[src/logic/rfd_pkg.sv]
// shared constants, types and helpers of the format decoder
`default_nettype none
package rfd_pkg;
    localparam int INST_W = 32;
    localparam int DATA_W = 64;
    localparam int OPC_W = 6;
    localparam int REG_W = 5;
    localparam int DISP_W = 16;
    localparam int BDISP_W = 21;
    localparam int SHAMT_W = 6;
    localparam int OPC_HI = 31;
    localparam int OPC_LO = 26;
    localparam int FIRST_HI = 25;
    localparam int FIRST_LO = 21;
    localparam int BASE_HI = 20;
    localparam int BASE_LO = 16;
    localparam int DISP_HI = 15;
    localparam int DISP_LO = 0;
    localparam int BDISP_HI = 20;
    localparam int HIGH_SHIFT = 16;
    localparam int BR_SHIFT = 2;
    localparam logic [REG_W-1:0] REG_ZERO = 5'h1F;
    localparam logic [DATA_W-1:0] ZERO64 = 64'h0;
    localparam logic [DISP_W-1:0] ZERO16 = 16'h0;
    // opcode map
    localparam logic [OPC_W-1:0] OPC_PAL = 6'h00;
    localparam logic [OPC_W-1:0] OPC_ADDR_HIGH = 6'h09;
    localparam logic [OPC_W-1:0] OPC_INT_FIRST = 6'h10;
    localparam logic [OPC_W-1:0] OPC_INT_LAST = 6'h13;
    localparam logic [OPC_W-1:0] OPC_FP_FIRST = 6'h14;
    localparam logic [OPC_W-1:0] OPC_FP_LAST = 6'h17;
    localparam logic [OPC_W-1:0] OPC_MISC = 6'h18;
    localparam logic [OPC_W-1:0] OPC_JUMP = 6'h1A;
    localparam logic [OPC_W-1:0] OPC_BR_FIRST = 6'h30;
    localparam logic [OPC_W-1:0] OPC_FBR_FIRST = 6'h31;
    localparam logic [OPC_W-1:0] OPC_FBR_LAST = 6'h37;

    typedef enum logic [2:0] {FMT_MEM, FMT_BRANCH, FMT_OPER, FMT_FPOPER, FMT_PAL} rfd_fmt_t;
    typedef enum logic [3:0] {
        REL_LT, REL_LESS_UNSIGNED, REL_LE, REL_LESS_EQUAL_UNSIGNED, REL_EQ, REL_NE,
        REL_GE, REL_GREATER_EQUAL_UNSIGNED, REL_GT, REL_GREATER_UNSIGNED,
        REL_LOW_BIT_ZERO_TEST, REL_LOW_BIT_ONE_TEST
    } rfd_rel_t;
    localparam int REL_N = 12;

    function automatic logic [DATA_W-1:0] sign_extend(input logic [DATA_W-1:0] x, input int w);
        logic [DATA_W-1:0] r;
        r = x;
        for (int i = 0; i < DATA_W; i++) begin
            if (i >= w) begin
                r[i] = x[w-1];
            end
        end
        return r;
    endfunction

    function automatic logic [DATA_W-1:0] zero_extend(input logic [DATA_W-1:0] x, input int w);
        logic [DATA_W-1:0] r;
        r = x;
        for (int i = 0; i < DATA_W; i++) begin
            if (i >= w) begin
                r[i] = 1'b0;
            end
        end
        return r;
    endfunction

    function automatic rfd_fmt_t classify(input logic [OPC_W-1:0] opc);
        rfd_fmt_t f;
        f = FMT_MEM;
        if (opc == OPC_PAL) begin
            f = FMT_PAL;
        end else if (opc >= OPC_BR_FIRST) begin
            f = FMT_BRANCH;
        end else if (opc >= OPC_INT_FIRST && opc <= OPC_INT_LAST) begin
            f = FMT_OPER;
        end else if (opc >= OPC_FP_FIRST && opc <= OPC_FP_LAST) begin
            f = FMT_FPOPER;
        end
        return f;
    endfunction
endpackage
`default_nettype wire

[src/logic/rfd_cmp.sv]
// relational unit: integer and floating comparisons of two operands
`default_nettype none
module rfd_cmp
    import rfd_pkg::*;
(
    input wire logic [rfd_pkg::DATA_W-1:0] a_i,
    input wire logic [rfd_pkg::DATA_W-1:0] b_i,
    input wire logic fp_i,
    output logic [rfd_pkg::REL_N-1:0] rel_o
);
    logic [DATA_W-1:0] ka;
    logic [DATA_W-1:0] kb;
    logic s_lt;
    logic s_eq;
    logic u_lt;
    logic u_eq;

    // floating keys: sign-magnitude mapped to unsigned order, both zeros equal
    function automatic logic [DATA_W-1:0] fkey(input logic [DATA_W-1:0] x);
        logic [DATA_W-1:0] k;
        k = {1'b1, x[DATA_W-2:0]};
        if (x[DATA_W-2:0] == ZERO64[DATA_W-2:0]) begin
            k = {1'b1, ZERO64[DATA_W-2:0]};
        end else if (x[DATA_W-1]) begin
            k = ~x;
        end
        return k;
    endfunction

    always_comb begin
        ka = fkey(a_i);
        kb = fkey(b_i);
        u_lt = a_i < b_i;
        u_eq = a_i == b_i;
        // operand type picks integer or floating meaning
        if (fp_i) begin
            s_lt = ka < kb;
            s_eq = ka == kb;
        end else begin
            s_lt = $signed(a_i) < $signed(b_i);
            s_eq = u_eq;
        end
        rel_o = '0;
        rel_o[REL_LT] = s_lt;
        rel_o[REL_LE] = s_lt | s_eq;
        rel_o[REL_EQ] = s_eq;
        rel_o[REL_NE] = ~s_eq;
        rel_o[REL_GE] = ~s_lt;
        rel_o[REL_GT] = ~s_lt & ~s_eq;
        rel_o[REL_LESS_UNSIGNED] = u_lt;
        rel_o[REL_LESS_EQUAL_UNSIGNED] = u_lt | u_eq;
        rel_o[REL_GREATER_EQUAL_UNSIGNED] = ~u_lt;
        rel_o[REL_GREATER_UNSIGNED] = ~u_lt & ~u_eq;
        rel_o[REL_LOW_BIT_ZERO_TEST] = ~a_i[0];
        rel_o[REL_LOW_BIT_ONE_TEST] = a_i[0];
    end
endmodule
`default_nettype wire

[src/logic/rfd_decode.sv]
// instruction format decoder, address generator and helper operations
// What this block does
// - every instruction is 32 bits; major opcode sits in bits 31 to 26.
// - each instruction is sorted into memory, branch, operate, float operate, library call.
// - memory format yields opcode, first field, base field, 16-bit signed displacement.
// - effective address is base value plus sign-extended displacement, overflow dropped.
// - load_address_high scales displacement by 65536 before sign extension.
// - miscellaneous memory instructions read bits 15 to 0 as function code.
// - computed jump displacement goes to prediction as a hint and also into the effective address.
// - branch format yields opcode, one register field, 21-bit signed word displacement.
// - branch target is updated pc plus four times sign-extended displacement.
// - compare gives signed, unsigned, equality and low bit relations.
// - branch test is true when the register bears the relation to zero.
// - signed and equality comparisons are integer for quadwords and floating for float operands.
// - conditional store happens only while lock is set, and clears it unless a locked load arrives in the same cycle.
// - logical right shift fills with zeros and drops bits shifted out.
// - sign_extend copies top bit upward; zero_extend fills with zeros.
// - locked load records its physical address and sets the lock.
// - a source field of 31 supplies zero instead of register contents.
`default_nettype none
module rfd_decode
    import rfd_pkg::*;
(
    input wire logic ref_clk_i,
    input wire logic nrst_i,
    input wire logic inst_valid_i,
    input wire logic [rfd_pkg::INST_W-1:0] inst_i,
    input wire logic [rfd_pkg::DATA_W-1:0] pc_i,
    input wire logic [rfd_pkg::DATA_W-1:0] base_val_i,
    input wire logic [rfd_pkg::DATA_W-1:0] test_val_i,
    input wire rfd_pkg::rfd_rel_t br_rel_i,
    input wire logic [rfd_pkg::DATA_W-1:0] cmp_a_i,
    input wire logic [rfd_pkg::DATA_W-1:0] cmp_b_i,
    input wire logic cmp_fp_i,
    input wire rfd_pkg::rfd_rel_t cmp_rel_i,
    input wire logic [rfd_pkg::DATA_W-1:0] shift_val_i,
    input wire logic [rfd_pkg::SHAMT_W-1:0] shift_amt_i,
    input wire logic lock_load_i,
    input wire logic [rfd_pkg::DATA_W-1:0] lock_pa_i,
    input wire logic st_cond_i,
    output logic out_valid_o,
    output logic [rfd_pkg::OPC_W-1:0] opcode_o,
    output rfd_pkg::rfd_fmt_t format_o,
    output logic [rfd_pkg::REG_W-1:0] first_reg_field_o,
    output logic [rfd_pkg::REG_W-1:0] base_reg_field_o,
    output logic [rfd_pkg::DISP_W-1:0] disp_o,
    output logic func_valid_o,
    output logic [rfd_pkg::DISP_W-1:0] func_o,
    output logic hint_valid_o,
    output logic [rfd_pkg::DISP_W-1:0] hint_o,
    output logic [rfd_pkg::BDISP_W-1:0] br_disp_o,
    output logic [rfd_pkg::DATA_W-1:0] mem_va_o,
    output logic [rfd_pkg::DATA_W-1:0] br_target_o,
    output logic br_taken_o,
    output logic cmp_res_o,
    output logic [rfd_pkg::DATA_W-1:0] shr_o,
    output logic lock_flag_o,
    output logic [rfd_pkg::DATA_W-1:0] lock_addr_o,
    output logic sc_ok_o
);
    ////////////////////////////////////////////////////////////////////////////////
    // field split
    logic [OPC_W-1:0] opc;
    logic [REG_W-1:0] first_fld;
    logic [REG_W-1:0] base_fld;
    logic [DISP_W-1:0] disp;
    logic [BDISP_W-1:0] bdisp;
    rfd_fmt_t fmt;
    logic [DATA_W-1:0] base_opnd;
    logic [DATA_W-1:0] test_opnd;
    logic br_fp;
    logic [REL_N-1:0] test_rel;
    logic [REL_N-1:0] gen_rel;

    always_comb begin
        opc = inst_i[OPC_HI:OPC_LO];
        first_fld = inst_i[FIRST_HI:FIRST_LO];
        base_fld = inst_i[BASE_HI:BASE_LO];
        disp = inst_i[DISP_HI:DISP_LO];
        bdisp = inst_i[BDISP_HI:DISP_LO];
        fmt = classify(opc);
        // unused fields carry 31, which reads as zero
        base_opnd = (base_fld == REG_ZERO) ? ZERO64 : base_val_i;
        test_opnd = (first_fld == REG_ZERO) ? ZERO64 : test_val_i;
        br_fp = (opc >= OPC_FBR_FIRST) && (opc <= OPC_FBR_LAST);
    end

    rfd_cmp u_test (
        .a_i(test_opnd),
        .b_i(ZERO64),
        .fp_i(br_fp),
        .rel_o(test_rel)
    );

    rfd_cmp u_gen (
        .a_i(cmp_a_i),
        .b_i(cmp_b_i),
        .fp_i(cmp_fp_i),
        .rel_o(gen_rel)
    );

    ////////////////////////////////////////////////////////////////////////////////
    // decode registers
    logic valid_r, valid_nxt;
    logic [OPC_W-1:0] opc_r, opc_nxt;
    rfd_fmt_t fmt_r, fmt_nxt;
    logic [REG_W-1:0] first_fld_r, first_fld_nxt;
    logic [REG_W-1:0] base_fld_r, base_fld_nxt;
    logic [DISP_W-1:0] disp_r, disp_nxt;
    logic fv_r, fv_nxt;
    logic [DISP_W-1:0] func_r, func_nxt;
    logic hv_r, hv_nxt;
    logic [DISP_W-1:0] hint_r, hint_nxt;
    logic [BDISP_W-1:0] bd_r, bd_nxt;
    logic [DATA_W-1:0] va_r, va_nxt;
    logic [DATA_W-1:0] tgt_r, tgt_nxt;
    logic tk_r, tk_nxt;

    always_comb begin
        valid_nxt = inst_valid_i;
        opc_nxt = opc_r;
        fmt_nxt = fmt_r;
        first_fld_nxt = first_fld_r;
        base_fld_nxt = base_fld_r;
        disp_nxt = disp_r;
        func_nxt = func_r;
        hint_nxt = hint_r;
        bd_nxt = bd_r;
        va_nxt = va_r;
        tgt_nxt = tgt_r;
        fv_nxt = 1'b0;
        hv_nxt = 1'b0;
        tk_nxt = 1'b0;
        if (inst_valid_i) begin
            opc_nxt = opc;
            fmt_nxt = fmt;
            first_fld_nxt = first_fld;
            base_fld_nxt = base_fld;
            disp_nxt = disp;
            bd_nxt = bdisp;
            // function code also feeds mem_va_o as a sign-extended displacement, as any memory displacement does
            fv_nxt = (fmt == FMT_MEM) && (opc == OPC_MISC);
            func_nxt = disp;
            // jump displacement is a prediction hint and also a term of the effective address
            hv_nxt = (fmt == FMT_MEM) && (opc == OPC_JUMP);
            hint_nxt = disp;
            if (opc == OPC_ADDR_HIGH) begin
                va_nxt = base_opnd + sign_extend({ZERO64[DATA_W-1:DISP_W+HIGH_SHIFT], disp,
                    ZERO16}, DISP_W + HIGH_SHIFT);
            end else begin
                va_nxt = base_opnd + sign_extend(zero_extend(64'(disp), DISP_W), DISP_W);
            end
            tgt_nxt = pc_i + sign_extend({ZERO64[DATA_W-1:BDISP_W+BR_SHIFT], bdisp,
                ZERO64[BR_SHIFT-1:0]}, BDISP_W + BR_SHIFT);
            tk_nxt = (fmt == FMT_BRANCH) && test_rel[br_rel_i];
        end
    end

    always_ff @(posedge ref_clk_i or negedge nrst_i) begin
        if (!nrst_i) begin
            valid_r <= 1'b0;
            opc_r <= '0;
            fmt_r <= FMT_MEM;
            first_fld_r <= '0;
            base_fld_r <= '0;
            disp_r <= '0;
            fv_r <= 1'b0;
            func_r <= '0;
            hv_r <= 1'b0;
            hint_r <= '0;
            bd_r <= '0;
            va_r <= '0;
            tgt_r <= '0;
            tk_r <= 1'b0;
        end else begin
            valid_r <= valid_nxt;
            opc_r <= opc_nxt;
            fmt_r <= fmt_nxt;
            first_fld_r <= first_fld_nxt;
            base_fld_r <= base_fld_nxt;
            disp_r <= disp_nxt;
            fv_r <= fv_nxt;
            func_r <= func_nxt;
            hv_r <= hv_nxt;
            hint_r <= hint_nxt;
            bd_r <= bd_nxt;
            va_r <= va_nxt;
            tgt_r <= tgt_nxt;
            tk_r <= tk_nxt;
        end
    end

    ////////////////////////////////////////////////////////////////////////////////
    // helpers and lock
    logic cmp_r, cmp_nxt;
    logic [DATA_W-1:0] shr_r, shr_nxt;
    logic lock_r, lock_nxt;
    logic [DATA_W-1:0] la_r, la_nxt;
    logic sc_r, sc_nxt;

    always_comb begin
        cmp_nxt = gen_rel[cmp_rel_i];
        shr_nxt = shift_val_i >> shift_amt_i;
        sc_nxt = st_cond_i && lock_r;
        lock_nxt = lock_r;
        la_nxt = la_r;
        if (sc_nxt) begin
            lock_nxt = 1'b0;
        end
        // a new locked load wins over a same-cycle clear
        if (lock_load_i) begin
            lock_nxt = 1'b1;
            la_nxt = lock_pa_i;
        end
    end

    always_ff @(posedge ref_clk_i or negedge nrst_i) begin
        if (!nrst_i) begin
            cmp_r <= 1'b0;
            shr_r <= '0;
            lock_r <= 1'b0;
            la_r <= '0;
            sc_r <= 1'b0;
        end else begin
            cmp_r <= cmp_nxt;
            shr_r <= shr_nxt;
            lock_r <= lock_nxt;
            la_r <= la_nxt;
            sc_r <= sc_nxt;
        end
    end

    assign out_valid_o = valid_r;
    assign opcode_o = opc_r;
    assign format_o = fmt_r;
    assign first_reg_field_o = first_fld_r;
    assign base_reg_field_o = base_fld_r;
    assign disp_o = disp_r;
    assign func_valid_o = fv_r;
    assign func_o = func_r;
    assign hint_valid_o = hv_r;
    assign hint_o = hint_r;
    assign br_disp_o = bd_r;
    assign mem_va_o = va_r;
    assign br_target_o = tgt_r;
    assign br_taken_o = tk_r;
    assign cmp_res_o = cmp_r;
    assign shr_o = shr_r;
    assign lock_flag_o = lock_r;
    assign lock_addr_o = la_r;
    assign sc_ok_o = sc_r;
endmodule
`default_nettype wire

[config.mk]
export PLATFORM = sky130hd
export DESIGN_NAME = rfd_decode
export DESIGN_NICKNAME = d
export VERILOG_FILES = /design/src/logic/rfd_pkg.sv /design/src/logic/rfd_cmp.sv /design/src/logic/rfd_decode.sv
export SDC_FILE = /design/constraint.sdc
export NUM_CORES = 1
export LEC_CHECK = 0
export ABC_AREA = 1
export BUFFER_PORTS_ARGS = -buffer_cell sky130_fd_sc_hd__buf_2
export CORE_AREA = 2 2 332 334
export CTS_CLUSTER_DIAMETER = 100
export CTS_CLUSTER_SIZE = 40
export DETAILED_ROUTE_END_ITERATION = 10
export DIE_AREA = 0 0 334 336
export GPL_ROUTABILITY_DRIVEN = 1
export PLACE_DENSITY = 0.47
export SLEW_MARGIN = 15
export SYNTH_ARGS = -nofsm -noshare
export SYNTH_HDL_FRONTEND = slang
export SYNTH_SLANG_ARGS = --single-unit
export TNS_END_PERCENT = 100
[constraint.sdc]
create_clock -name ref_clk_i -period 1.1 [get_ports ref_clk_i]
set_clock_uncertainty 0.1 [all_clocks]
set_input_delay 0.275 -clock ref_clk_i [delete_from_list [all_inputs] [get_ports ref_clk_i]]
set_output_delay 0.275 -clock ref_clk_i [all_outputs]
set_load 0.02 [all_outputs]
; After elaboration in Yosys (flattened, before gate mapping)
; Cells that the tools add are included.
[totals]
reg_bits = 319
output_inout_bits = 351
word_cells = 111
in_bits = 500
[op_classes]
n_eq_ne = 9
muxes = 31
shift = 1
n_lt_le_gt_ge = 15
bitwise = 21
n_reduce_logical = 14
addsub = 3
[ops]
columns = operator, count
row1 = $mux 64, 9
row2 = $add 64x64->64, 3
row3 = $lt 64x64->1, 3
row4 = $not 64->64, 3
row5 = $logic_not 63->1, 3
row6 = $eq 64x64->1, 2
row7 = $lt 64x1->1 const B, 2
row8 = $eq 64x64->1 const B, 1
row9 = $logic_not 64->1, 1
row10 = $lt 64x64->1 const B, 1
row11 = $shr 64x6->64, 1
row12 = $mux 1, 16
row13 = $eq 6x5->1 const B, 2
row14 = $ge 6x5->1 const B, 2
row15 = $ge 6x6->1 const B, 2
row16 = $le 6x5->1 const B, 2
row17 = $eq 5x5->1 const B, 2
row18 = $lt 4x5->1 const B, 2
row19 = $not 1->1, 10
row20 = $bmux 1 s4, 2
row21 = $logic_and 1x1->1, 7
row22 = $eq 6x4->1 const B, 1
row23 = $le 6x6->1 const B, 1
row24 = $logic_not 6->1, 1
row25 = 7 further kinds, 15

; Logic depth before layout (Yosys ltp)
[logic_depth]
word_depth = 13
ltp_mapped = 25
mapped_depth_nobuf = 25

; Cells and area by module
; A second synthesis with hierarchy kept.
[hier_totals]
hier_cells = 5982
area_unflattened_um2 = 36610.1
[by_module_without_submodules]
columns = mod, area_each_um2, cells_per_inst, seq_area_each_um2, n_inst
row1 = rfd_decode, 26037.5, 4196, 7457.2, 1
row2 = rfd_cmp, 5286.3, 893, 0.0, 2

; Worst setup path before layout
; OpenSTA, ideal clock, no wires.
[synth_path]
path_kind = input port to flip-flop
startpoint = in inst_i[20] (netlist bit)
endpoint = reg va_r[38] (netlist: mem_va_o[38])
t_required_ns = 0.882
cell_stages = 16
n_path_buf = 2
t_arrival_ns = 2.958
setup_ns = 0.118
setup_slack_ns = -2.076
path_cell_list = nand3_1 nor2_1 clkbuf_1 buf_1 nor2_1 ha_1 a21oi_2 inv_1 a21oi_1 a21boi_0 o21ai_1 a21oi_1 o211ai_1 a21oi_1 nand3b_1 nand2_1
[synth_via]
elab_chain_cells = 4
elab_cells_between_ends = 5
classes_between = add/sub: 2 / eq/ne: 1 / mux: 2
[synth_lines]
columns = element, line_no
row1 = "start, declared", rfd_decode.sv:27  ; input wire logic [rfd_pkg::INST_W-1:0] inst_i,
row2 = $eq 5x5->1 (*), rfd_decode.sv:83  ; base_opnd = (base_fld == REG_ZERO) ? ZERO64 : base_val_i;
row3 = $mux 64 (*), rfd_decode.sv:83
row4 = "$add 64x64->64, on equally long branches", "rfd_decode.sv:151, rfd_decode.sv:148"
row5 = $mux 64 (*), rfd_decode.sv:147  ; if (opc == OPC_ADDR_HIGH) begin
row6 = "end signal, assigned", rfd_decode.sv:187  ; va_r <= va_nxt;
row7 = "end, declared", rfd_decode.sv:115  ; logic [DATA_W-1:0] va_r, va_nxt;
; Mark *: on every way between the ends. The rest lies on a longest branch, timed or not.
; A chain may end at the register's enable or synchronous reset.

; Final worst setup path
[layout_path]
startpoint = in cmp_a_i[14] (netlist bit)
endpoint = reg cmp_r (netlist: cmp_res_o)
[layout_via]
elab_chain_cells = 9
elab_cells_between_ends = 21
classes_between = order compare: 3 / eq/ne: 2 / mux: 6 / bitwise: 9 / reduce/logical: 1
[layout_lines]
columns = element, line_no
row1 = "start, declared", rfd_decode.sv:32  ; input wire logic [rfd_pkg::DATA_W-1:0] cmp_a_i,
row2 = branches (longest 7 deep; another with $lt 64x64->1), -
row3 = $bmux 1 s4 (*), rfd_decode.sv:202  ; cmp_nxt = gen_rel[cmp_rel_i];
row4 = $mux 1 (implied by the code) (*), rfd_decode.sv:202
row5 = via cmp_nxt, rfd_decode.sv:195  ; logic cmp_r, cmp_nxt;
row6 = "end signal, assigned", rfd_decode.sv:225  ; cmp_r <= cmp_nxt;
row7 = "end, declared", rfd_decode.sv:195
; Mark *: on every way through the listed nets, which the timed path passes. The select of a mux whose other input is x is not followed.

==> flow_summary_export.csv <==
group,metric,value,unit
status,violations,"hold timing, setup timing",
die,fp-row-count,121,
synthesis,synthTopCellsByArea,"dfrtp_1 (24%), nand2_1 (16%), ha_1 (11%)",
synthesis,synth_top_cell_by_area,"dfrtp_1",
die,die_h,336,um
die,core,0.108,mm^2
timing,fin_crit,2800,ps
final_layout,fill_cells,10500,
clock_network,cts_tree,"built",
worst_setup_path,arrival,3230,ps
final_layout,final_util,52.9,%
power,power.density,955,mW/mm^2
timing,finalWorstSetupSlack,-1700,ps
die,initial_core_util,28.6,%
timing,fin_tns_setup,-340590,ps
route,vias,41000,
worst_setup_path,worstPathMaxFanout,8,
place,dp_slack,-2750,ps
synthesis,synth_cells,4900,
power,vdd_drop_max,1.46,mV
place,portBuffers,850,
final_layout,drive_gt1_share,49.5,%
place,globalplace.congestion,0.990,
final_layout,finalNetCount,7787,
timing,setup_viol,588,
synthesis,synth.distinct_cells,63,
final_layout,multi_input_area,0.0275,mm^2
synthesis,ys_ff_latch,298,
worst_setup_path,worst_path_most_repeated_cell,"nand2_1",
timing,rsz0062_at_grt,"true",
final_layout,synthToLayoutAreaGrowth,84.9,%
timing,relSlewSlack,61.7,%
route,ant_nets,0,
synthesis,synth-edff-count,0,
status,run_status,"finished, violations left",
timing,finalCritPeriodShare,254,%
clock_network,clk_latency,660,ps
synthesis,synth.avg_cell_area,6.33,um^2
timing,holdWs,-23.9,ps
clock_network,clk_pin_slew_worst_paths,120,ps
worst_setup_path,worst_setup_path_start_kind,"primary input",
worst_setup_path,cpMaxStageDelayCell,"ha_1",
synthesis,synth_top_area_share,24.1,%
place,hpwl,138000,um
global_route,track_usage,28.3,%
synthesis,synth_common_cells,"nand2_1 (1,323), nor2_1 (664), inv_1 (503), o21ai_0 (422), a21oi_1 (303)",
worst_setup_path,critPathKind,"primary input to flop",
clock_network,cts_made_buffers,22,
timing,hold_viol_final,1,
die,io-pin-count,851,
timing,worstMarginPinSlew,573,ps
synthesis,synthArstFlopShare,100,%
worst_setup_path,required,1530,ps
final_layout,seqCellArea,0.00746,mm^2
clock_network,cts_htree_levels,1,
timing,fmax,357,MHz
hold_path,hold_class,"primary input to flop",
synthesis,seq_area_frac_synth,24.1,%
job,drv_cap,0,
die,chipWidth,334,um
route,wl_per_cell,19.8,um
worst_setup_path,cpPeakStageDelay,310,ps
global_route,grt_antenna_before_repair,19,
synthesis,synth_area,0.0310,mm^2
global_route,grt_max_degree,49,
route,drc,0,
route,first_pass_iters,6,
synthesis,synthFlopType,"dfrtp_1",
synthesis,synth_most_common_cell,"nand2_1",
worst_setup_path,endpoint_kind,"flop",
synthesis,ys_warn_count,0,
clock_network,cts.path.max_buffers,3,
worst_setup_path,path_delay_family,"simple AND/OR/NAND/NOR gates",
clock_network,cts_root_buf,"clkbuf_16",
synthesis,synth_nets,5671,
power,power,54.7,mW
die,die_area,0.112,mm^2
global_route,grt_pass1_wl,243000,um
worst_setup_path,cp_num_buf_inv,6,
route,wirelength,167000,um
timing,maxSlewViolCount,0,
global_route,grt-ovfl-total,0,
route,routed_via_density,4.85,
global_route,grt_pass1_vias,40200,
power,leakage,28.1,nW
route,drt_iter0_markers,2305,
clock_network,cts.sinks,298,
[sequential cells by signal, summed over array words and instances, names as in the netlist, 5 cells and up]
register	count
base_reg_field_o	5
br_target_o	64
first_reg_field_o	5
hint_o	15
lock_addr_o	64
mem_va_o	64
opcode_o	6
shr_o	64
[metrics by stage]
stage | area (um^2) | instances | hold WS [ps]
after floorplan | 34100 | 4900 | -121
after global placement | 48000 | 8084 | -27.7
after detailed placement | 48000 | 8084 | -28.1
after CTS | 54300 | 8367 | -100
after global routing | 57300 | 8448 | -22.9
final | 57300 | 8454 | -23.9
[path summary, 6_finish.rpt]
| path | depth (start not counted) | to | slack (ps) | startpoint |
|---|---|---|---|---|
| max | 26 | cmp_res_o$_DFF_PN0_ | -1700 | cmp_a_i[14] |
| min | 5 | format_o[2]$_DFFE_PN0P_ | -20 | inst_i[28] |
| max reg2reg | 3 | hint_o[12]$_DFFE_PN0P_ | 160 | hint_o[12]$_DFFE_PN0P_ |
| min reg2reg | 2 | br_target_o[0]$_DFFE_PN0P_ | 370 | br_target_o[0]$_DFFE_PN0P_ |
| max in group asynchronous | 3 | br_target_o[40]$_DFFE_PN0P_ | 210 | nrst_i |
| min in group asynchronous | 3 | base_reg_field_o[0]$_DFFE_PN0P_ | 30 | nrst_i |
[cell usage in the layout (no fill, tap or decap), types with 31 or more instances in the layout]
master / instances
buf_6: 133
xor2_1: 53
ha_4: 127
ha_1: 138
inv_2: 104
nand2_4: 62
a31oi_1: 52
buf_12: 87
nand4_1: 34
o21ai_1: 248
nor2_2: 99
buf_2: 827
nand3_2: 63
mux2i_1: 37
a21oi_1: 138
dfrtp_1: 297
nor4_1: 31
a21oi_2: 126
nand3_1: 151
nor2_1: 430
nor2_4: 149
nand2_2: 152
inv_1: 390
xnor2_1: 81
a21oi_4: 50
buf_4: 1144
o21ai_0: 122
nand2_1: 1105
o21ai_2: 67
dlygate4sd3_1: 112
[what timing repair did]
action / 4_1_cts / 5_1_grt
gates cloned: 9 / 1
buffers inserted: 127 / 104
gates resized for setup: 753 / 580
hold buffers: 111 / 2
endpoints found under the hold margin: 416 / 4
endpoints found under the setup margin: 535 / 588
pin swaps: 357 / 412
[cell type report]
cell class / count / area share [%]
inverter: 521 / 3.55
antenna: 8 / 0.0349
timing repair buffer: 2326 / 30.6
sequential: 298 / 13.0
clock inverter: 18 / 0.751
tap: 1414 / 3.09
clock buffer: 22 / 0.960
multi-input combinational: 3847 / 48.0
[worst reg2reg max path: stages, from the launching register on]
cell     delay (ps)
dfrtp_1         480
buf_4           170
nand2_1          50
nand2_1          40
[power breakdown]
group | internal (mW) | switching [mW]
clock network | 4.43 | 5.96
logic | 13.7 | 17.3
registers | 12.4 | 0.976
total | 30.5 | 24.2
[layer usage]
metal  share of wire [%]  global-route usage, %  vias to the layer above
li1                    -                      -                    20300
met1                  43                   35.3                    19400
met2                  48                   49.4                     1108
met3                 5.4                   4.27                      237
met4                 4.1                   10.2                       14
met5               0.045                      0                        -
[cells by family after synthesis]
kind of cell	Yosys count	share of synthesized area, %
simple gates	2396	31.5
compound gates	978	17.6
buf+inv	755	9.94
flops	298	24.1
fa+ha+maj	271	11.0
xor+xnor	165	4.66
mux	37	1.19
Power figures use the tool's default switching activity.
